==> src/pfpm_pkg.sv <==
// shared types and constants for the pin function priority mux
package pfpm_pkg;

    // one shared pin as seen from the mux: output value and low-true enable
    typedef struct packed {
        logic out;
        logic oe_n;
    } pfpm_drv_type;

    // analog connections of the upper analog port pins
    typedef struct packed {
        logic amp_inv;
        logic an8;
        logic an9;
    } pfpm_analog_type;

    // synchroniser width and bit positions of the pin inputs
    localparam int unsigned PFPM_SYNC_W    = 7;
    localparam int unsigned PFPM_IDX_DBG   = 0;
    localparam int unsigned PFPM_IDX_PE0   = 1;
    localparam int unsigned PFPM_IDX_PE1   = 2;
    localparam int unsigned PFPM_IDX_PAD8  = 3;
    localparam int unsigned PFPM_IDX_PAD9  = 4;
    localparam int unsigned PFPM_IDX_PAD5  = 5;
    localparam int unsigned PFPM_IDX_IOC3  = 6;
    localparam logic [6:0]  PFPM_SYNC_RST  = 7'h00;

    // trigger route field layout and source codes
    localparam int unsigned PFPM_TRIG_W        = 3;
    localparam int unsigned PFPM_TRIG_SRC_LSB  = 0;
    localparam int unsigned PFPM_TRIG_EDGE_BIT = 2;
    localparam logic [1:0]  PFPM_TRIG_TIMER    = 2'h0;
    localparam logic [1:0]  PFPM_TRIG_ACMP     = 2'h1;
    localparam logic [1:0]  PFPM_TRIG_PE0      = 2'h2;
    localparam logic [1:0]  PFPM_TRIG_PAD5     = 2'h3;

    // capture channel three input routing codes
    localparam logic [1:0]  PFPM_IC3_PIN       = 2'h0;
    localparam logic [1:0]  PFPM_IC3_RX0       = 2'h1;
    localparam logic [1:0]  PFPM_IC3_RX1       = 2'h2;

    // reset values and boot strap settle count
    localparam logic [1:0]  PFPM_DRV_RST       = 2'h1;
    // settle covers three sync flops plus the agreement register
    localparam logic [2:0]  PFPM_BOOT_SETTLE   = 3'h4;
    localparam logic [2:0]  PFPM_BOOT_CNT_RST  = 3'h0;

endpackage

==> src/pfpm_sync3.sv <==
// three-stage pin input synchroniser with agreement filter
module pfpm_sync3
    import pfpm_pkg::*;
(
    // clock and reset
    input  wire logic                   clk_sys_i,
    input  wire logic                   resetn_i,
    // raw pins and filtered result
    input  wire logic [PFPM_SYNC_W-1:0] pin_i,
    output logic      [PFPM_SYNC_W-1:0] sync_o
);

    logic [PFPM_SYNC_W-1:0] s1_r;
    logic [PFPM_SYNC_W-1:0] s2_r;
    logic [PFPM_SYNC_W-1:0] s3_r;

    // s1 feeds s2 only; a change counts once s2 and s3 agree
    for (genvar b = 0; b < PFPM_SYNC_W; b++) begin : g_bit
        always_ff @(posedge clk_sys_i or negedge resetn_i) begin
            if (!resetn_i) begin
                s1_r[b]   <= PFPM_SYNC_RST[b];
                s2_r[b]   <= PFPM_SYNC_RST[b];
                s3_r[b]   <= PFPM_SYNC_RST[b];
                sync_o[b] <= PFPM_SYNC_RST[b];
            end else begin
                s1_r[b] <= pin_i[b];
                s2_r[b] <= s1_r[b];
                s3_r[b] <= s2_r[b];
                if (s2_r[b] == s3_r[b]) begin
                    sync_o[b] <= s3_r[b];
                end
            end
        end
    end

endmodule

==> src/pfpm_mux.sv <==
// pin function priority mux for debug pin, port E and upper port AD
//////////////////////////////////////////////////////////////////////////////
module pfpm_mux
    import pfpm_pkg::*;
(
    // clock and reset
    input  wire logic                   clk_sys_i,
    input  wire logic                   resetn_i,
    // single wire debug pin
    input  wire logic                   dbg_pin_i,
    input  wire logic                   dbg_tx_i,
    input  wire logic                   dbg_tx_en_i,
    output pfpm_drv_type                single_wire_debug_pin_o,
    output logic                        dbg_rx_o,
    output logic                        boot_mode_select_input_o,
    output logic                        dbg_active_o,
    // oscillator port E
    input  wire logic [1:0]             pe_pin_i,
    input  wire logic                   osc_en_i,
    input  wire logic [1:0]             pe_data_i,
    input  wire logic [1:0]             pe_dir_i,
    output pfpm_drv_type                oscillator_output_pin_o,
    output pfpm_drv_type                oscillator_input_pin_o,
    output logic      [1:0]             oscillator_port_data_bit_o,
    // upper analog port pins, index 0 is the lower pin
    input  wire logic [1:0]             pad_pin_i,
    input  wire logic [1:0]             adc_en_i,
    input  wire logic                   amp_en_i,
    input  wire logic [1:0]             pad_data_i,
    input  wire logic [1:0]             pad_dir_i,
    output pfpm_drv_type [1:0]          ad_pin_o,
    output pfpm_analog_type             analog_conn_o,
    output logic      [1:0]             analog_port_high_data_bit_o,
    output logic      [1:0]             analog_port_high_wakeup_o,
    // converter trigger routing
    input  wire logic                   pad5_pin_i,
    input  wire logic [PFPM_TRIG_W-1:0] trigger_source_route_field_i,
    input  wire logic                   timer_oc_link_i,
    input  wire logic                   acmp_out_i,
    output logic                        converter_external_trigger_o,
    // capture channel three routing
    input  wire logic                   ioc3_pin_i,
    input  wire logic [1:0]             ic3_route_i,
    input  wire logic                   serial_receive_zero_i,
    input  wire logic                   serial_receive_one_i,
    output logic                        timer_capture_channel_three_o
);

    logic [PFPM_SYNC_W-1:0] pin_raw;
    logic [PFPM_SYNC_W-1:0] pin_q;
    logic [2:0]             boot_cnt_r;
    logic                   boot_done_r;
    logic [1:0]             trig_src;
    logic                   trig_sel;
    logic                   trig_pe0_sel;
    logic                   ic3_sel;

    //////////////////////////////////////////////////////////////////////////
    // pin input synchronisers
    assign pin_raw = {ioc3_pin_i, pad5_pin_i, pad_pin_i[1], pad_pin_i[0],
                      pe_pin_i[1], pe_pin_i[0], dbg_pin_i};

    pfpm_sync3 u_sync (
        .clk_sys_i (clk_sys_i),
        .resetn_i  (resetn_i),
        .pin_i     (pin_raw),
        .sync_o    (pin_q)
    );

    //////////////////////////////////////////////////////////////////////////
    // boot strap: let the synchroniser fill, then catch the pin once
    always_ff @(posedge clk_sys_i or negedge resetn_i) begin
        if (!resetn_i) begin
            boot_cnt_r               <= PFPM_BOOT_CNT_RST;
            boot_done_r              <= 1'b0;
            boot_mode_select_input_o <= 1'b0;
        end else if (!boot_done_r) begin
            if (boot_cnt_r == PFPM_BOOT_SETTLE) begin
                boot_done_r              <= 1'b1;
                boot_mode_select_input_o <= pin_q[PFPM_IDX_DBG];
            end else begin
                boot_cnt_r <= boot_cnt_r + 3'h1;
            end
        end
    end

    // debug wire: input only until the strap is caught, then two-way
    always_ff @(posedge clk_sys_i or negedge resetn_i) begin
        if (!resetn_i) begin
            single_wire_debug_pin_o <= PFPM_DRV_RST;
            dbg_rx_o                <= 1'b1;
            dbg_active_o            <= 1'b0;
        end else begin
            dbg_active_o                 <= boot_done_r;
            dbg_rx_o                     <= boot_done_r ?
                pin_q[PFPM_IDX_DBG] : 1'b1; // no false edge while settling
            single_wire_debug_pin_o.out  <= dbg_tx_i;
            single_wire_debug_pin_o.oe_n <= !(boot_done_r && dbg_tx_en_i);
        end
    end

    //////////////////////////////////////////////////////////////////////////
    // trigger and capture source selection, same-clock sources unsynchronised
    assign trig_src     = trigger_source_route_field_i[PFPM_TRIG_SRC_LSB +: 2];
    assign trig_pe0_sel = (trig_src == PFPM_TRIG_PE0);

    always_comb begin
        trig_sel = timer_oc_link_i;
        if (trig_src == PFPM_TRIG_ACMP) begin
            trig_sel = acmp_out_i;
        end else if (trig_src == PFPM_TRIG_PE0) begin
            trig_sel = pin_q[PFPM_IDX_PE0];
        end else if (trig_src == PFPM_TRIG_PAD5) begin
            trig_sel = pin_q[PFPM_IDX_PAD5];
        end
    end

    always_comb begin
        ic3_sel = pin_q[PFPM_IDX_IOC3];
        if (ic3_route_i == PFPM_IC3_RX0) begin
            ic3_sel = serial_receive_zero_i;
        end else if (ic3_route_i == PFPM_IC3_RX1) begin
            ic3_sel = serial_receive_one_i;
        end
    end

    // edge select inverts the level so the converter always sees rising
    always_ff @(posedge clk_sys_i or negedge resetn_i) begin
        if (!resetn_i) begin
            converter_external_trigger_o  <= 1'b0;
            timer_capture_channel_three_o <= 1'b0;
        end else begin
            converter_external_trigger_o  <= trig_sel ^
                trigger_source_route_field_i[PFPM_TRIG_EDGE_BIT];
            timer_capture_channel_three_o <= ic3_sel;
        end
    end

    //////////////////////////////////////////////////////////////////////////
    // port E: oscillator, then routed trigger (input pin only), then general port
    always_ff @(posedge clk_sys_i or negedge resetn_i) begin
        if (!resetn_i) begin
            oscillator_output_pin_o    <= PFPM_DRV_RST;
            oscillator_input_pin_o     <= PFPM_DRV_RST;
            oscillator_port_data_bit_o <= 2'h0;
        end else begin
            // read value is broadcast even while a function owns the pin
            oscillator_port_data_bit_o <= {pin_q[PFPM_IDX_PE1],
                                           pin_q[PFPM_IDX_PE0]};
            oscillator_output_pin_o.out  <= pe_data_i[1];
            oscillator_output_pin_o.oe_n <= osc_en_i || !pe_dir_i[1];
            oscillator_input_pin_o.out   <= pe_data_i[0];
            oscillator_input_pin_o.oe_n  <= osc_en_i || trig_pe0_sel ||
                                            !pe_dir_i[0];
        end
    end

    //////////////////////////////////////////////////////////////////////////
    // upper analog port: amplifier (lower pin only), converter, port bit
    for (genvar p = 0; p < 2; p++) begin : g_pad
        logic analog_own;
        assign analog_own = adc_en_i[p] || ((p == 0) && amp_en_i);

        always_ff @(posedge clk_sys_i or negedge resetn_i) begin
            if (!resetn_i) begin
                ad_pin_o[p]                    <= PFPM_DRV_RST;
                analog_port_high_data_bit_o[p] <= 1'b0;
                analog_port_high_wakeup_o[p]   <= 1'b0;
            end else begin
                ad_pin_o[p].out  <= pad_data_i[p];
                ad_pin_o[p].oe_n <= analog_own || !pad_dir_i[p];
                analog_port_high_data_bit_o[p] <= pin_q[PFPM_IDX_PAD8 + p];
                analog_port_high_wakeup_o[p]   <=
                    pin_q[PFPM_IDX_PAD8 + p];
            end
        end
    end

    // analog switch selection on the two upper pins
    always_ff @(posedge clk_sys_i or negedge resetn_i) begin
        if (!resetn_i) begin
            analog_conn_o <= '0;
        end else begin
            analog_conn_o.amp_inv <= amp_en_i;
            analog_conn_o.an8     <= adc_en_i[0] && !amp_en_i;
            analog_conn_o.an9     <= adc_en_i[1];
        end
    end
endmodule

==> config.mk <==
export PLATFORM = sky130hd
export DESIGN_NAME = pfpm_mux
export DESIGN_NICKNAME = d
export VERILOG_FILES = /design/src/pfpm_pkg.sv /design/src/pfpm_sync3.sv /design/src/pfpm_mux.sv
export SDC_FILE = /design/constraint.sdc
export NUM_CORES = 1
export LEC_CHECK = 0
export BUFFER_PORTS_ARGS = -buffer_cell sky130_fd_sc_hd__buf_2
export CAP_MARGIN = 5
export CORE_ASPECT_RATIO = 1.5
export CORE_MARGIN = 4
export CORE_UTILIZATION = 30
export DETAILED_ROUTE_END_ITERATION = 10
export SLEW_MARGIN = 15
export SYNTH_ARGS = -nofsm -noshare
export SYNTH_HDL_FRONTEND = slang
export SYNTH_SLANG_ARGS = --single-unit
==> constraint.sdc <==
create_clock -name clk_sys_i -period 1.3 [get_ports clk_sys_i]
set_clock_uncertainty 0.1 [all_clocks]
set_input_delay 0.195 -clock clk_sys_i [delete_from_list [all_inputs] [get_ports clk_sys_i]]
set_output_delay 0.195 -clock clk_sys_i [all_outputs]
set_load 0.005 [all_outputs]
==> reports/qor.csv <==
stage,metric,value,unit
floorplanning,io_pins,56,
grt,grt_max_degree,55,
timing,min_period_over_period,1.02,
floorplanning,core_region_area,5250,µm²
grt,grt_pass1_wl,5.06,mm
floorplanning,rows,32,
yosys,syn_area_per_cell,17.9,µm²
yosys,syn-num-nets,126,
route,drc,0,
yosys,synth.most_common_cell,dfrtp_1,
clocking,clk_path_buf_depth,2,
route,drt_iter0_markers,39,
placed_design,dp_slack,-43.4,ps
pwr,p_leak,1.13,nW
yosys,synth_compound_area_frac,0.0137,
yosys,synth-xor-area-share,0.0160,
final_layout,seqCellArea,1360,µm²
clocking,clkTransAtPathRegs,90,ps
critical_path,crit_arrival,1410,ps
timing,finalSetupViolations,1,
final_layout,fillCellCount,474,
final_layout,drive_above_1_share,0.456,
timing,worstMarginPinSlew,273,ps
timing,slew_viol_final,0,
yosys,netlist_area,1650,µm²
final_layout,area_growth,46.8,%
timing,hold_violations,1,
timing,period_minus_slack,1320,ps
clocking,cts_num_sinks,54,
yosys,yosys.area_share.simple,0.0441,
route,post_drt_wl_per_cell,12.6,µm
floorplanning,dieHeight,98.7,µm
grt,first_global_vias,1145,
grt,met3_usage,0.0399,
pwr,vdd_drop_max,0.000671,V
clocking,cts_root_buf,clkbuf_8,
clocking,clk_latency,300,ps
timing,worst_hold_slack,-5.28,ps
route,routed_via_density,4.05,
critical_path,critPathLaunchType,register,
final_layout,final_cells,250,
timing,rsz0062_at_grt,true,
timing,clock.fmax,758,MHz
grt,met1_usage,0.107,
grt,grt_overflow,0,
yosys,synth-seq-area-share,0.826,
placed_design,dp_cells,215,
grt,grt_busiest_layer,met2,
flow_run,drv_cap,0,
clocking,cts_made_buffers,5,
yosys,synthAdderAreaFrac,0.0578,
yosys,syn_inst,92,
pwr,p_per_area,1320,nW/µm²
yosys,synthMuxAreaShare,0.0266,
placed_design,hpwlAfterDp,2.16,mm
yosys,synth-edff-count,0,
clocking,cts_tree,built,
run_status,violations,"negative hold slack, negative setup slack",
yosys,ys_dominant_reg_cell,dfrtp_1,
min_path,worstHoldPathType,primary input to register,
route,wl,3.14,mm
yosys,yosysWarningCount,0,
floorplanning,die_width,68.5,µm
yosys,yosysTopAreaCellShare,0.730,
final_layout,multi_input_area,285,µm²
yosys,yosysTopAreaCell,dfrtp_1,
yosys,synth_top_family_by_area,adder cells,
placed_design,place_congestion,0.627,
floorplanning,die_area,6760,µm²
grt,grt_usage,0.101,
critical_path,crit_slowest_cell,dfrtp_1,
final_layout,nets,215,
yosys,postSynth.asyncResetShare,1.00,
placed_design,portBuffers,55,
route,drt_first_pass_iters,3,
route,drtAntennaViolNets,0,
yosys,yosys-top-cells-area,"dfrtp_1, dfstp_2, maj3_1",
timing,slew_headroom,0.818,
run_status,run_status,"complete, but fails checks",
yosys,synth.distinct_cells,20,
critical_path,cpPeakStageDelay,410,ps
timing,fin_ws,-19.7,ps
critical_path,end_kind,register,
critical_path,critical_path_class,register to register,
final_layout,num_antenna_cells,0,
clocking,cts.htree.levels,2,
grt,grt_util_met2,0.173,
critical_path,cp_cell_sequence,inv_2 > ha_4 > nand2_2 > nor2_2 > mux2_4,
yosys,synth-seq-cells,54,
floorplanning,initial_utilization,0.314,
critical_path,critical_path_required,1390,ps
route,vias,1012,
grt,antenna_found_initial,0,
critical_path,cp_max_fo,2,
yosys,synthTopCellsByCount,"dfrtp_1, maj3_1, dfstp_2",
layout make-up:
| type | instances | area share |
|---|---|---|
| Clock buffer | 5 | 0.0285 |
| Clock inverter | 3 | 0.0181 |
| Inverter | 3 | 0.00466 |
| Multi-Input combinational cell | 33 | 0.118 |
| Sequential cell | 54 | 0.562 |
| Tap cell | 68 | 0.0352 |
| Timing Repair Buffer | 84 | 0.233 |
sequential cells by signal (all words and copies together), names as in the netlist, 2 cells and up:
signal,flops
u_sync.s2_r,7
analog_conn_o,3
single_wire_debug_pin_o,2
u_sync.sync_o,7
u_sync.s1_r,7
boot_cnt_r,3
analog_port_high_wakeup_o,2
oscillator_output_pin_o,2
u_sync.s3_r,7
ad_pin_o,4
oscillator_input_pin_o,2
oscillator_port_data_bit_o,2
kinds of logic (layout without fill, tap and decap cells):
kind of cell / count (synthesis) / after routing
AOI/OAI and AO/OA: 4 / 4
and+or+nand+nor: 14 / 14
xor gates and xnor gates: 3 / 3
adders and majority gates: 9 / 9
muxes: 3 / 3
buffers and inverters: 5 / 95
DFF: 54 / 54
power by group:
part	switching, mW	internal (mW)
Combinational	0.101	0.155
Sequential	0.0397	1.79
Clock	0.528	0.577
Total	0.670	2.52
worst max-delay path: cells and delay by family, from the launching register on:
kind,cells,cell delay [ps]
muxes,1,300
and+or+nand+nor,2,180
DFF,1,410
buffers and inverters,1,80
adders and majority gates,1,140
path summary, 6_finish.rpt:
check / from / endpoint / slack (ps) / cells after the start
min in group asynchronous: resetn_i / u_sync.sync_o[4]$_DFFE_PN0N_ / 310 / 3
setup / recovery: boot_cnt_r[1]$_DFFE_PN0P_ / boot_mode_select_input_o$_DFFE_PN0P_ / -20 / 5
max in group asynchronous: resetn_i / single_wire_debug_pin_o[0]$_DFF_PN1_ / 500 / 3
setup reg to reg: boot_cnt_r[1]$_DFFE_PN0P_ / boot_mode_select_input_o$_DFFE_PN0P_ / -20 / 5
hold reg to reg: u_sync.s1_r[0]$_DFF_PN0_ / u_sync.s2_r[0]$_DFF_PN0_ / 250 / 0
hold / removal: adc_en_i[0] / ad_pin_o[0]$_DFF_PN1_ / -5 / 3
metrics by stage:
step	power [mW]	utilization	cell area, µm²	TNS [ps]	hold slack (ps)
finish	3.19	0.461	2420	-19.7	-5.28
global route	3.35	0.461	2420	-131	5.19
CTS	3.25	0.456	2390	-46.1	12.4
detailed placement	2.07	0.385	2020	-78.0	109
global placement	2.06	0.385	2020	0	102
floorplan	1.92	-	1650	0	-201
routing by layer:
layer / wire [µm] / vias up / share of wire
li1: - / 469 / -
met1: 1080 / 496 / 0.34
met2: 1730 / 43 / 0.55
met3: 294 / 4 / 0.094
met4: 34 / 0 / 0.011
met5: 0 / - / 0
cells in the final DEF (no fill, tap or decap):
master,n
mux2_4,1
dfrtp_1,48
nand3b_1,1
maj3_1,7
o21ai_0,1
buf_4,5
ha_1,1
dfstp_2,6
bufinv_16,1
inv_1,1
ha_4,1
inv_6,1
nor2b_1,2
mux4_2,1
dlygate4sd3_1,23
nand2_2,1
a21oi_2,1
a211oi_1,1
nor2_1,1
a21oi_1,1
or2b_1,1
xnor2_1,2
clkbuf_8,5
nand2_1,4
clkinv_2,1
mux2i_1,1
buf_2,55
nor2_2,1
xor2_1,1
nand2b_1,3
inv_2,2
buf_12,1
what timing repair did:
action	4_1_cts	5_1_grt
setup buffers	2	2
setup endpoints to repair	3	5
gates cloned	0	0
resized for setup	1	6
endpoints found under the hold margin	70	0
hold buffers	24	0
pin swaps	0	2
(Power assumes the default switching activity.)
